`src/shared/rcs_map.svh`:
```
// Constants for the reset control sequencer: timing counts and field positions.
`ifndef RCS_MAP_SVH
`define RCS_MAP_SVH

// ----------------------------------------------------------------------------
// Timing counts in system clock cycles
// ----------------------------------------------------------------------------
`define RCS_TURN_CYCLES 10'h002
`define RCS_DRIVE_CYCLES 10'h200
`define RCS_RELEASE_CYCLES 10'h00A
`define RCS_RISE_CYCLES 10'h0B4
`define RCS_MODULE_RESET_CYCLES 3'h4
`define RCS_BUS_TIMEOUT_CYCLES 10'h040

// ----------------------------------------------------------------------------
// Reset cause register bit positions
// ----------------------------------------------------------------------------
`define RCS_CAUSE_POR 0
`define RCS_CAUSE_EXT 1
`define RCS_CAUSE_INT_BASE 2

// ----------------------------------------------------------------------------
// Reset values loaded on master reset
// ----------------------------------------------------------------------------
`define RCS_IPL_MASK_RESET 3'h7
`define RCS_VECTOR_BASE_RESET 32'h0000_0000

`endif

```
`src/shared/rcs_pkg.sv`:
```
// Types shared by the reset control sequencer modules.
package rcs_pkg;

	// ------------------------------------------------------------------------
	// Sequencer states
	// ------------------------------------------------------------------------
	typedef enum logic [2:0] {
		RCS_POR,
		RCS_IDLE,
		RCS_WAIT_BUS,
		RCS_TURN,
		RCS_DRIVE,
		RCS_RELEASE,
		RCS_RISE,
		RCS_DONE
	} rcs_state_t;

	// Width of the sequencing counter.
	typedef logic [9:0] rcs_count_t;

endpackage : rcs_pkg

```
`src/rtl/rcs_sync2.sv`:
```
// Two flip-flop synchroniser for a group of inputs from outside the clock.
module rcs_sync2 #(
	parameter int WIDTH = 1
) (
	input wire logic i_clock,
	input wire logic i_rst,
	input wire logic [WIDTH-1:0] i_async,
	output logic [WIDTH-1:0] o_sync
);

	logic [WIDTH-1:0] meta_q;
	logic [WIDTH-1:0] sync_q;

	// The first stage feeds only the second stage.
	always_ff @(posedge i_clock) begin
		if (i_rst) begin
			meta_q <= '0;
			sync_q <= '0;
		end else begin
			meta_q <= i_async;
			sync_q <= meta_q;
		end
	end

	assign o_sync = sync_q;

endmodule : rcs_sync2

```
`src/rtl/rcs_cycle_counter.sv`:
```
// Loadable down counter that flags when it has run out.
module rcs_cycle_counter (
	input wire logic i_clock,
	input wire logic i_rst,
	input wire logic i_load,
	input wire rcs_pkg::rcs_count_t i_value,
	output logic o_zero
);
	import rcs_pkg::*;

	rcs_count_t count_q;
	rcs_count_t count_d;

	// A load wins over counting; the count holds at zero.
	assign count_d = i_load ? i_value :
		(count_q == '0) ? count_q : count_q - 10'h001;
	assign o_zero = (count_q == '0);

	// Counter register.
	always_ff @(posedge i_clock) begin
		if (i_rst) begin
			count_q <= '0;
		end else begin
			count_q <= count_d;
		end
	end

endmodule : rcs_cycle_counter

```
`src/rtl/rcs_top.sv`:
```
// Reset control sequencer: reset pin, master reset, core reset state, causes.
`include "rcs_map.svh"

module rcs_top #(
	parameter int N_INT = 3,
	parameter int BUS_TIMEOUT = 64
) (
	input wire logic i_clock,
	input wire logic i_rst,
	input wire logic i_reset_pin,
	input wire logic [N_INT-1:0] i_internal_reset_src,
	input wire logic i_bus_cycle_end,
	input wire logic i_pll_lock,
	input wire logic [15:0] i_data_bus,
	input wire logic i_bus_error_input_n,
	input wire logic i_three_state_control,
	input wire logic i_breakpoint_request_n,
	output logic o_reset_pin_out,
	output logic o_reset_pin_oe,
	output logic o_master_reset,
	output logic o_module_reset,
	output logic o_abort,
	output logic o_pins_inactive,
	output logic o_port_high_z,
	output logic o_drivers_disabled,
	output logic [15:0] o_config_data,
	output logic o_config_bus_error,
	output logic [N_INT+1:0] o_reset_cause_register,
	output logic o_trace_bit_low,
	output logic o_trace_bit_high,
	output logic o_supervisor,
	output logic [2:0] o_ipl_mask,
	output logic [31:0] o_vector_base_register,
	output logic o_bdm_enable,
	output logic o_vector_fetch,
	output logic o_boot_chip_select_n
);
	import rcs_pkg::*;

	localparam int NC = N_INT + 2;

	// ------------------------------------------------------------------------
	// Helpers
	// ------------------------------------------------------------------------

	// Keeps only the lowest set bit, so one cause wins.
	function automatic logic [NC-1:0] pick_one(input logic [NC-1:0] v);
		logic [NC-1:0] r;
		r = '0;
		for (int k = NC - 1; k >= 0; k--) begin
			if (v[k]) begin
				r = '0;
				r[k] = 1'b1;
			end
		end
		return r;
	endfunction : pick_one

	// ------------------------------------------------------------------------
	// Input synchronisers
	// ------------------------------------------------------------------------

	logic [20:0] raw_in;
	logic [20:0] sync_in;
	logic pin_s;
	logic lock_s;
	logic three_state_s;
	logic brk_n_s;
	logic bus_err_n_s;
	logic [15:0] data_s;

	// Every pin passes two flip-flops before the sequencer reads it.
	assign raw_in = {i_reset_pin, i_pll_lock, i_three_state_control,
		i_breakpoint_request_n, i_bus_error_input_n, i_data_bus};

	rcs_sync2 #(
		.WIDTH(21)
	) u_sync (
		.i_clock(i_clock),
		.i_rst(i_rst),
		.i_async(raw_in),
		.o_sync(sync_in)
	);

	assign pin_s = sync_in[20];
	assign lock_s = sync_in[19];
	assign three_state_s = sync_in[18];
	assign brk_n_s = sync_in[17];
	assign bus_err_n_s = sync_in[16];
	assign data_s = sync_in[15:0];

	// ------------------------------------------------------------------------
	// State and counters
	// ------------------------------------------------------------------------

	rcs_state_t st_q;
	rcs_state_t st_d;
	logic cnt_load;
	rcs_count_t cnt_value;
	logic cnt_zero;
	logic [9:0] bus_wait_q;
	logic [9:0] bus_wait_d;
	logic [2:0] mr_cnt_q;
	logic [2:0] mr_cnt_d;
	logic [NC-1:0] pend_q;
	logic [NC-1:0] pend_d;
	logic three_state_q;
	logic [15:0] cfg_q;
	logic cfg_bus_err_q;
	logic [NC-1:0] cause_q;
	logic bdm_q;
	logic fetch_q;
	logic boot_n_q;
	logic abort_q;
	logic master_q;
	logic oe_q;
	logic pin_out_q;

	rcs_cycle_counter u_cnt (
		.i_clock(i_clock),
		.i_rst(i_rst),
		.i_load(cnt_load),
		.i_value(cnt_value),
		.o_zero(cnt_zero)
	);

	// ------------------------------------------------------------------------
	// Request detection
	// ------------------------------------------------------------------------

	logic int_req;
	logic ext_req;
	logic bus_ok;
	logic [NC-1:0] raw_cause;
	logic start_rel;

	// Internal sources share the clock; the pin is read only synchronised.
	assign int_req = |i_internal_reset_src;
	assign ext_req = ~pin_s;
	assign raw_cause = {i_internal_reset_src, ext_req, 1'b0};
	// Acting waits for the bus cycle to end or the wait to time out.
	assign bus_ok = i_bus_cycle_end ||
		(bus_wait_q == 10'(BUS_TIMEOUT - 1));
	// The release window opens when the drive period has run out and no internal source asks.
	assign start_rel = (st_q == RCS_DRIVE) && cnt_zero && !int_req;

	// ------------------------------------------------------------------------
	// Sequencer next state
	// ------------------------------------------------------------------------

	// Chooses the next phase and loads the phase counter on entry.
	always_comb begin
		st_d = st_q;
		cnt_load = 1'b0;
		cnt_value = '0;
		case (st_q)
			RCS_POR: begin
				// Resets stay asserted until lock, then 512 drive cycles and the release window.
				if (lock_s) begin
					st_d = RCS_DRIVE;
					cnt_load = 1'b1;
					cnt_value = `RCS_DRIVE_CYCLES - 10'h001;
				end
			end
			RCS_IDLE: begin
				if (int_req || ext_req) begin
					st_d = RCS_WAIT_BUS;
				end
			end
			RCS_WAIT_BUS: begin
				if (bus_ok) begin
					st_d = RCS_TURN;
					cnt_load = 1'b1;
					cnt_value = `RCS_TURN_CYCLES - 10'h001;
				end
			end
			RCS_TURN: begin
				if (cnt_zero) begin
					st_d = RCS_DRIVE;
					cnt_load = 1'b1;
					cnt_value = `RCS_DRIVE_CYCLES - 10'h001;
				end
			end
			RCS_DRIVE: begin
				// Driving continues while an internal source still asks.
				if (start_rel) begin
					st_d = RCS_RELEASE;
					cnt_load = 1'b1;
					cnt_value = `RCS_RELEASE_CYCLES - 10'h001;
				end
			end
			RCS_RELEASE: begin
				if (cnt_zero) begin
					if (pin_s) begin
						st_d = RCS_DONE;
					end else begin
						st_d = RCS_RISE;
						cnt_load = 1'b1;
						cnt_value = `RCS_RISE_CYCLES - 10'h001;
					end
				end
			end
			RCS_RISE: begin
				if (pin_s) begin
					st_d = RCS_DONE;
				end else if (cnt_zero) begin
					st_d = RCS_TURN;
					cnt_load = 1'b1;
					cnt_value = `RCS_TURN_CYCLES - 10'h001;
				end
			end
			RCS_DONE: begin
				st_d = RCS_IDLE;
			end
			default: begin
				st_d = RCS_POR;
			end
		endcase
	end

	// ------------------------------------------------------------------------
	// Derived next values
	// ------------------------------------------------------------------------

	logic master_d;
	logic oe_d;
	logic enter_reset;
	logic off_d;
	logic boot_n_d;
	logic mod_rst_q;

	// Three-state control, already seen or arriving, turns drivers off.
	assign off_d = three_state_q || three_state_s;

	// Master reset spans from the end of the bus wait until the pin is seen high.
	assign master_d = (st_d != RCS_IDLE) && (st_d != RCS_WAIT_BUS) &&
		(st_d != RCS_DONE);
	// The pin is driven only in the drive phases and never when off.
	assign oe_d = ((st_d == RCS_POR) || (st_d == RCS_DRIVE)) &&
		!off_d;
	assign enter_reset = (st_q == RCS_WAIT_BUS) && bus_ok;
	assign bus_wait_d = (st_q == RCS_WAIT_BUS) ? bus_wait_q + 10'h001 : '0;
	// Module reset follows four cycles of running master reset.
	assign mr_cnt_d = !master_q ? 3'h0 :
		(mr_cnt_q == `RCS_MODULE_RESET_CYCLES) ? mr_cnt_q :
		mr_cnt_q + 3'h1;
	// The first cause seen is kept; later ones do not add bits.
	assign pend_d = (st_q == RCS_IDLE) ? pick_one(raw_cause) :
		pend_q;
	// Boot select opens at negation and closes again under reset.
	assign boot_n_d = (st_q == RCS_DONE) ? off_d :
		(master_d || boot_n_q || off_d);

	// ------------------------------------------------------------------------
	// Sequencer registers
	// ------------------------------------------------------------------------

	// State, pin drive and reset outputs.
	always_ff @(posedge i_clock) begin
		if (i_rst) begin
			st_q <= RCS_POR;
			oe_q <= 1'b1;
			master_q <= 1'b1;
			pin_out_q <= 1'b0;
			bus_wait_q <= '0;
			mr_cnt_q <= '0;
			abort_q <= 1'b0;
			mod_rst_q <= 1'b0;
		end else begin
			st_q <= st_d;
			oe_q <= oe_d;
			master_q <= master_d;
			pin_out_q <= 1'b0;
			bus_wait_q <= bus_wait_d;
			mr_cnt_q <= mr_cnt_d;
			abort_q <= enter_reset;
			mod_rst_q <= (mr_cnt_d == `RCS_MODULE_RESET_CYCLES);
		end
	end

	// Three-state control is sticky until the next power-on reset.
	always_ff @(posedge i_clock) begin
		if (i_rst) begin
			three_state_q <= 1'b0;
		end else begin
			three_state_q <= off_d;
		end
	end

	// Operating configuration latched as the release window opens.
	always_ff @(posedge i_clock) begin
		if (i_rst) begin
			cfg_q <= '0;
			cfg_bus_err_q <= 1'b0;
		end else if (start_rel) begin
			cfg_q <= data_s;
			cfg_bus_err_q <= ~bus_err_n_s;
		end
	end

	// Pending cause, taken while idle, and cause register, updated when the pin is seen high.
	always_ff @(posedge i_clock) begin
		if (i_rst) begin
			pend_q <= NC'(1) << `RCS_CAUSE_POR;
			cause_q <= '0;
		end else begin
			pend_q <= pend_d;
			if (st_q == RCS_DONE) begin
				cause_q <= pend_q;
			end
		end
	end

	// Breakpoint sample, vector fetch and boot select on negation.
	always_ff @(posedge i_clock) begin
		if (i_rst) begin
			bdm_q <= 1'b0;
			fetch_q <= 1'b0;
			boot_n_q <= 1'b1;
		end else begin
			fetch_q <= (st_q == RCS_DONE);
			boot_n_q <= boot_n_d;
			if (st_q == RCS_DONE) begin
				bdm_q <= ~brk_n_s;
			end
		end
	end

	// ------------------------------------------------------------------------
	// Outputs
	// ------------------------------------------------------------------------

	// Core state on master reset is fixed, so it is driven as constants.
	assign o_trace_bit_low = 1'b0;
	assign o_trace_bit_high = 1'b0;
	assign o_supervisor = 1'b1;
	assign o_ipl_mask = `RCS_IPL_MASK_RESET;
	assign o_vector_base_register = `RCS_VECTOR_BASE_RESET;

	assign o_reset_pin_out = pin_out_q;
	assign o_reset_pin_oe = oe_q;
	assign o_master_reset = master_q;
	assign o_module_reset = mod_rst_q;
	assign o_abort = abort_q;
	assign o_pins_inactive = master_q;
	assign o_port_high_z = master_q;
	assign o_drivers_disabled = three_state_q;
	assign o_config_data = cfg_q;
	assign o_config_bus_error = cfg_bus_err_q;
	assign o_reset_cause_register = cause_q;
	assign o_bdm_enable = bdm_q;
	assign o_vector_fetch = fetch_q;
	assign o_boot_chip_select_n = boot_n_q;

endmodule : rcs_top

```
`config.mk`:
```
export PLATFORM = sky130hd
export DESIGN_NAME = rcs_top
export DESIGN_NICKNAME = d
export VERILOG_FILES = /design/src/shared/rcs_pkg.sv /design/src/rtl/rcs_sync2.sv /design/src/rtl/rcs_cycle_counter.sv /design/src/rtl/rcs_top.sv
export VERILOG_INCLUDE_DIRS = /design/src /design/src/shared
export SDC_FILE = /design/constraint.sdc
export NUM_CORES = 1
export LEC_CHECK = 0
export ABC_AREA = 1
export BUFFER_PORTS_ARGS = -buffer_cell sky130_fd_sc_hd__clkbuf_2
export CORE_MARGIN = 4
export CORE_UTILIZATION = 28
export DETAILED_ROUTE_END_ITERATION = 8
export PLACE_DENSITY_LB_ADDON = 0.05
export SETUP_SLACK_MARGIN = 0.1
export SLEW_MARGIN = 30
export SYNTH_ARGS = -nofsm -noshare
export SYNTH_HDL_FRONTEND = slang
export SYNTH_HIERARCHICAL = 1
export SYNTH_SLANG_ARGS = --single-unit
```
`constraint.sdc`:
```
create_clock -name i_clock -period 2.9 [get_ports i_clock]
set_input_delay 0.145 -clock i_clock [delete_from_list [all_inputs] [get_ports i_clock]]
set_output_delay 0.145 -clock i_clock [all_outputs]
set_load 0.02 [all_outputs]
```
# Word-level counts from Yosys, hierarchy flattened
# Index checks and enable logic that the tools add are counted.
dict set report totals {
  ff_bits 103
}
dict set report op_classes {
  addsub 3
  n_eq_ne 15
  muxes 36
  n_bitwise 4
  n_reduce_logical 19
}
# cell n
set ops {}
lappend ops {{$pmux 9 s6} 1}
lappend ops {{$mux 3} 10}
lappend ops {{$pmux 3 s8} 1}
lappend ops {{$eq 3x3->1 const B} 7}
lappend ops {{$mux 10} 2}
lappend ops {{$mux 5} 4}
lappend ops {{$mux 9} 2}
lappend ops {{$mux 8} 2}
lappend ops {{$mux 1} 12}
lappend ops {{$add 10x1->10 const B} 1}
lappend ops {{$eq 10x6->1 const B} 1}
lappend ops {{$logic_not 10->1} 1}
lappend ops {{$sub 10x1->10 const B} 1}
lappend ops {{$eq 3x2->1 const B} 2}
lappend ops {{$logic_and 1x1->1} 6}
lappend ops {{$logic_not 3->1} 2}
lappend ops {{$logic_or 1x1->1} 6}
lappend ops {{$pmux 1 s6} 1}
lappend ops {{$mux 4} 1}
lappend ops {{$not 1->1} 4}
lappend ops {{$add 3x1->3 const B} 1}
lappend ops {{$eq 3x1->1 const B} 1}
lappend ops {{$ne 3x1->1 const B} 1}
lappend ops {{$ne 3x2->1 const B} 1}
lappend ops {{other kinds (5)} 6}

# Depth between registers and ports, before layout
dict set report logic_depth {
  ltp_word 11
  mapped_depth 16
  mapped_depth_nobuf 16
}

# Hierarchy
# The synthesis kept the hierarchy.
# mod n_inst cells_per_inst area_each_um2 seq_area_each_um2
set by_module_without_submodules {}
lappend by_module_without_submodules {rcs_top 1 322 2416.1 1021.0}
lappend by_module_without_submodules {rcs_sync2 1 131 1212.4 840.8}
lappend by_module_without_submodules {rcs_cycle_counter 1 108 649.4 200.2}

# Worst setup path before layout
# OpenSTA, ideal clock, no wires.
dict set report synth_path {
  kind {register -> register}
  startpoint {reg u_cnt.count_q[0]}
  endpoint {reg u_cnt.count_q[0]}
  setup_time_ps 70
  t_arrival_ps 2274
  required_ps 2830
  path_slack_ps 556
  path_stages_with_launch 17
  path_buffers 2
  cell_sequence {dfxtp_1 -> inv_2 -> ha_1 -> nand2_2 -> nor2_4 -> nand2_1 -> nor2_1 -> nand2_1 -> nor2_1 -> nand2_2 -> clkbuf_1 -> nand4_1 -> buf_2 -> nand2_1 -> o21ai_0 -> nand2_1 -> a21oi_1}
}
dict set report synth_between {
  elab_chain_cells 6
}
# element line
set synth_rtl {}
lappend synth_rtl {{start: declaration} rcs_cycle_counter.sv:11} ;# rcs_count_t count_q;
lappend synth_rtl {{start signal: assignment} rcs_cycle_counter.sv:24} ;# count_q <= count_d;
lappend synth_rtl {{$logic_not 10->1 *} rcs_cycle_counter.sv:17} ;# assign o_zero = (count_q == '0);
lappend synth_rtl {{via cnt_zero} rcs_top.sv:100} ;# logic cnt_zero;
lappend synth_rtl {{$logic_and 1x1->1 (2 in a row)} rcs_top.sv:145} ;# assign start_rel = (st_q == RCS_DRIVE) && cnt_zero && !int_req;
lappend synth_rtl {{$mux 1} rcs_top.sv:186} ;# if (start_rel) begin
lappend synth_rtl {{$pmux 1 s6 *} rcs_top.sv:156} ;# case (st_q)
lappend synth_rtl {{via cnt_load} rcs_top.sv:98} ;# logic cnt_load;
lappend synth_rtl {{$ne 2x1->1 (no line) or $mux 10 (tied branches)} n/a}
# The timed path passes the listed nets; every way through them passes the cells marked *. The select of a mux whose other input is x is not followed.
# A chain may end at the register's enable or synchronous reset.

# Worst setup path in the final report
dict set report layout_path {
  startpoint {reg u_cnt.count_q[0]}
  endpoint {reg u_cnt.count_q[7]}
}
# The elaborated chain is that of the path after synthesis.

==> impl_summary.txt <==
----------------------------------------------------
[Global routing]
  Total gr overflow ... 0
  GR Util All Layers ... 10.8%
  Wire length of the first global-routing pass ... 15100 µm
  Via count of the first global-routing pass ... 3113
  Maximum number of pins on one net before global-route repair ... 61
  Number of antenna violations at the first check in global routing ... 0

[Timing]
  Highest clock rate ... 432 MHz
  Worst Max-Slew Pin Slew ... 0.659 ns
  Setup skew after layout ... 0.00537 ns
  Final worst hold slack ... 0.0150 ns
  Final count of negative-setup-slack endpoints ... 0
  Setup Total Neg Slack ... 0 ns
  Final Slew Violations ... 0
  Worst slew slack as a fraction of its limit ... 56.1%
  Minimum period implied by the final worst setup slack ... 2.31 ns
  Unrepaired setup endpoints after global routing ... false
  Fin crit share ... 79.8%
  Hold Vio Cnt, Final ... 0

[Clocking]
  Number of buffers added by the clock tree synthesis step ... 9
  Maximum clock path buffer count ... 2
  Clock network latency to the later pin of the worst-skew pair ... 0.35 ns
  # H-tree levels ... 3
  Clock root buffer ... sky130_fd_sc_hd__clkbuf_16
  Number of clock sinks ... 103
  Clock-pin slew of the registers on the worst-case setup and hold paths ... 0.07 ns
  TritonCTS clock tree ... yes

[Power]
  P_leak ... 2.46 nW
  Power per standard cell area ... 698 nW/µm²
  Worst VDD drop ... 0.317 mV

[Yosys]
  Yosys warning total ... 6
  Post-synthesis instance total ... 561
  Mean instance size in the synthesized netlist ... 7.63 µm²
  Part of the Yosys area used for sequential elements ... 48.2%
  Count of flip-flops with a built-in enable after synthesis ... 0
  Post-synth design cell area ... 4280 µm²
  Largest cells by area after synthesis ... sky130_fd_sc_hd__dfxtp_1, sky130_fd_sc_hd__nor2_1, sky130_fd_sc_hd__buf_4, sky130_fd_sc_hd__inv_1, sky130_fd_sc_hd__nand2_1
  Most instantiated library cell after synthesis ... sky130_fd_sc_hd__nor2_1
  Number of distinct standard cells referenced by the synthesized netlist ... 37
  Number of storage elements in the synthesis netlist ... 103
  Cell taking the most area after synthesis ... sky130_fd_sc_hd__dfxtp_1
  Cell types with the highest counts after synthesis ... sky130_fd_sc_hd__nor2_1, sky130_fd_sc_hd__dfxtp_1, sky130_fd_sc_hd__inv_1
  Synth async-reset ratio ... 0%
  Leading register cell type out of synthesis ... sky130_fd_sc_hd__dfxtp_1
  Synth top area share ... 48.2%

[Placement]
  HPWL reported at the end of detailed placement ... 6320 µm
  Port-buffer cells ... 58
  Weighted congestion reported at the end of routability-driven placement ... 0.857

[Hold path]
  Hold WC Path Type ... input port to flop

[Setup path]
  Register-to-register setup slack ... 0.59 ns
  Start-to-end type of the worst setup path ... flop to flop
  Highest fanout seen on the critical path ... 10
  End of the critical path ... u_cnt/count_q[7]
  CP required ... 3.18 ns
  Kind of start point of the critical path ... flop
  Sort of element at the end of the critical path ... flop
  Worst path arrival time ... 2.60 ns
  Critical R2R Launch ... u_cnt/count_q[0]
  Worst reg2reg path depth ... 14
  Launching element of the worst setup path ... u_cnt/count_q[0]
  R2R Path End ... u_cnt/count_q[7]

[Detailed routing]
  Number of iterations in the first detailed-routing pass ... 4
  Iteration-0 DRC count of the detailed router ... 104
  Final routed DRC violation total ... 0
  Drt via density ... 4.00
  Antenna Nets Post-Route ... 0
  Routed wirelength normalized by instance count ... 10.7 µm
  Total via count after detailed routing ... 3324
  Wire length reported by the detailed router ... 8890 µm

[Floorplan]
  Number of placement rows ... 44
  Initial core utilization ... 29.0%
  DIE HEIGHT ... 132 µm
  Count of boundary I/O pins ... 98
  Core outline area ... 14800 µm²
  Area enclosed by the die boundary ... 17300 µm²
  Die width ... 132 µm

[Final layout]
  Multi-input logic area ... 1650 µm²
  Nets ... 672
  Fraction of final layout cells with drive strength greater than 1 ... 16.7%
  Filler cells ... 1596
  Sequential Area ... 2060 µm²
  Layout-stage area growth over the synthesis result ... 19.1%
  Antenna Cells ... 0

[Flow run]
  Max-cap viol count ... 0

[Status]
  Run status ... complete, no violations

----------------------------------------------------
[routing by layer]
layer	GRT usage, %	vias up	share of wire (%)	wire length [µm]
met5	0	-	0	0
met4	4.03	0	1.4	125
met3	3.94	8	4.6	409
met2	17.2	76	46	4070
met1	13.4	1445	48	4290
li1	-	1795	-	-
[cell families (layout without fill, tap and decap cells)]
group                    count (synthesis)  count (layout)  share of synthesized area, %
buffers and inverters                  137             184                          16.6
AO/OA/AOI/OAI                           59              59                          7.52
AND/OR/NAND/NOR                        252             252                          25.6
flip-flops                             103             103                          48.2
adder cells (fa/ha/maj)                  4               4                          1.17
other                                    2              40                         0.176
XOR/XNOR                                 4               4                         0.819
[stage by stage]
stage / total power [mW] / utilization, % / worst slack [ns] / cell area (µm²) / instances
after global routing: 3.82 / 34.5 / 0.243 / 5090 / 830
after global placement: 2.34 / 31.1 / 0.547 / 4590 / 794
after CTS: 3.62 / 34.5 / 0.445 / 5090 / 830
final: 3.56 / 34.5 / 0.585 / 5090 / 830
after detailed placement: 2.33 / 31.1 / 0.477 / 4590 / 794
after floorplan: 2.21 / - / 0.556 / 4420 / 599
[flip-flops by register name (all words and copies together) (netlist names), 3 cells and up]
| signal | flops |
|---|---|
| bus_wait_q | 10 |
| mr_cnt_q | 3 |
| o_config_data | 16 |
| o_reset_cause_register | 5 |
| pend_q | 5 |
| st_q | 3 |
| u_cnt/count_q | 10 |
| u_sync/meta_q | 21 |
| u_sync/o_sync | 21 |
[worst min-delay path by stage]
stage,start,cells after the start,slack [ns],to
2_1_floorplan,i_rst,1,0.21,u_cnt/count_q[0]
3_3_place_gp,i_data_bus[7],3,0.34,u_sync/meta_q[7]
3_5_place_dp,i_data_bus[7],3,0.34,u_sync/meta_q[7]
4_1_cts,i_three_state_control,3,0.0002,u_sync/meta_q[18]
5_1_grt,i_three_state_control,3,0.02,u_sync/meta_q[18]
6_report,i_three_state_control,3,0.02,u_sync/meta_q[18]
[what timing repair did]
action / 4_1_cts / 5_1_grt
hold endpoints to repair: 20 / 0
gates resized for setup: 0 / 1
setup buffers: 0 / 0
endpoints found under the setup margin: 0 / 1
hold buffers: 20 / 0
[power by group]
part           leakage, nW  switching, mW  internal (mW)  total [mW]
combinational         1.47          0.484          0.254       0.738
clock                0.152          0.562          0.680        1.24
sequential           0.842         0.0664           1.51        1.58
total                 2.46           1.11           2.44        3.56
[area by class of cell]
type,count,area share (%)
clock inverters,7,1.52
well taps,184,4.52
inverters,85,6.26
repair buffers,83,10.4
flip-flops and latches,103,40.5
multi-input cells,359,32.4
clock buffers,9,4.42
[critical path, stage by stage, from the launching register on]
cell                      delay, ns
sky130_fd_sc_hd__dfxtp_1       0.33
sky130_fd_sc_hd__inv_2         0.10
sky130_fd_sc_hd__ha_1          0.20
sky130_fd_sc_hd__nand2_2       0.10
sky130_fd_sc_hd__nor2_4        0.15
sky130_fd_sc_hd__nand2_1       0.09
sky130_fd_sc_hd__nor2_2        0.23
sky130_fd_sc_hd__nand2_1       0.13
sky130_fd_sc_hd__nand2_1       0.14
sky130_fd_sc_hd__inv_1         0.08
sky130_fd_sc_hd__nand4_1       0.17
sky130_fd_sc_hd__inv_2         0.14
sky130_fd_sc_hd__nand3_4       0.16
sky130_fd_sc_hd__nand2_2       0.10
sky130_fd_sc_hd__a21oi_1       0.12
[layout by cell type, fill, tap and decap left out, types with 3 or more instances in the layout]
cell	count
sky130_fd_sc_hd__clkbuf_16	9
sky130_fd_sc_hd__nand3_2	3
sky130_fd_sc_hd__nor2_2	6
sky130_fd_sc_hd__ha_1	4
sky130_fd_sc_hd__o21ai_0	33
sky130_fd_sc_hd__clkbuf_2	58
sky130_fd_sc_hd__nand3_1	18
sky130_fd_sc_hd__nor3_1	3
sky130_fd_sc_hd__nand2_1	67
sky130_fd_sc_hd__inv_1	78
sky130_fd_sc_hd__nand2_2	6
sky130_fd_sc_hd__inv_2	6
sky130_fd_sc_hd__dfxtp_1	103
sky130_fd_sc_hd__a21oi_1	15
sky130_fd_sc_hd__nor2_1	136
sky130_fd_sc_hd__dlygate4sd3_1	20
sky130_fd_sc_hd__buf_4	5
sky130_fd_sc_hd__nand4_1	5
sky130_fd_sc_hd__conb_1	40
Note: power is estimated with default switching activity, not from simulation.
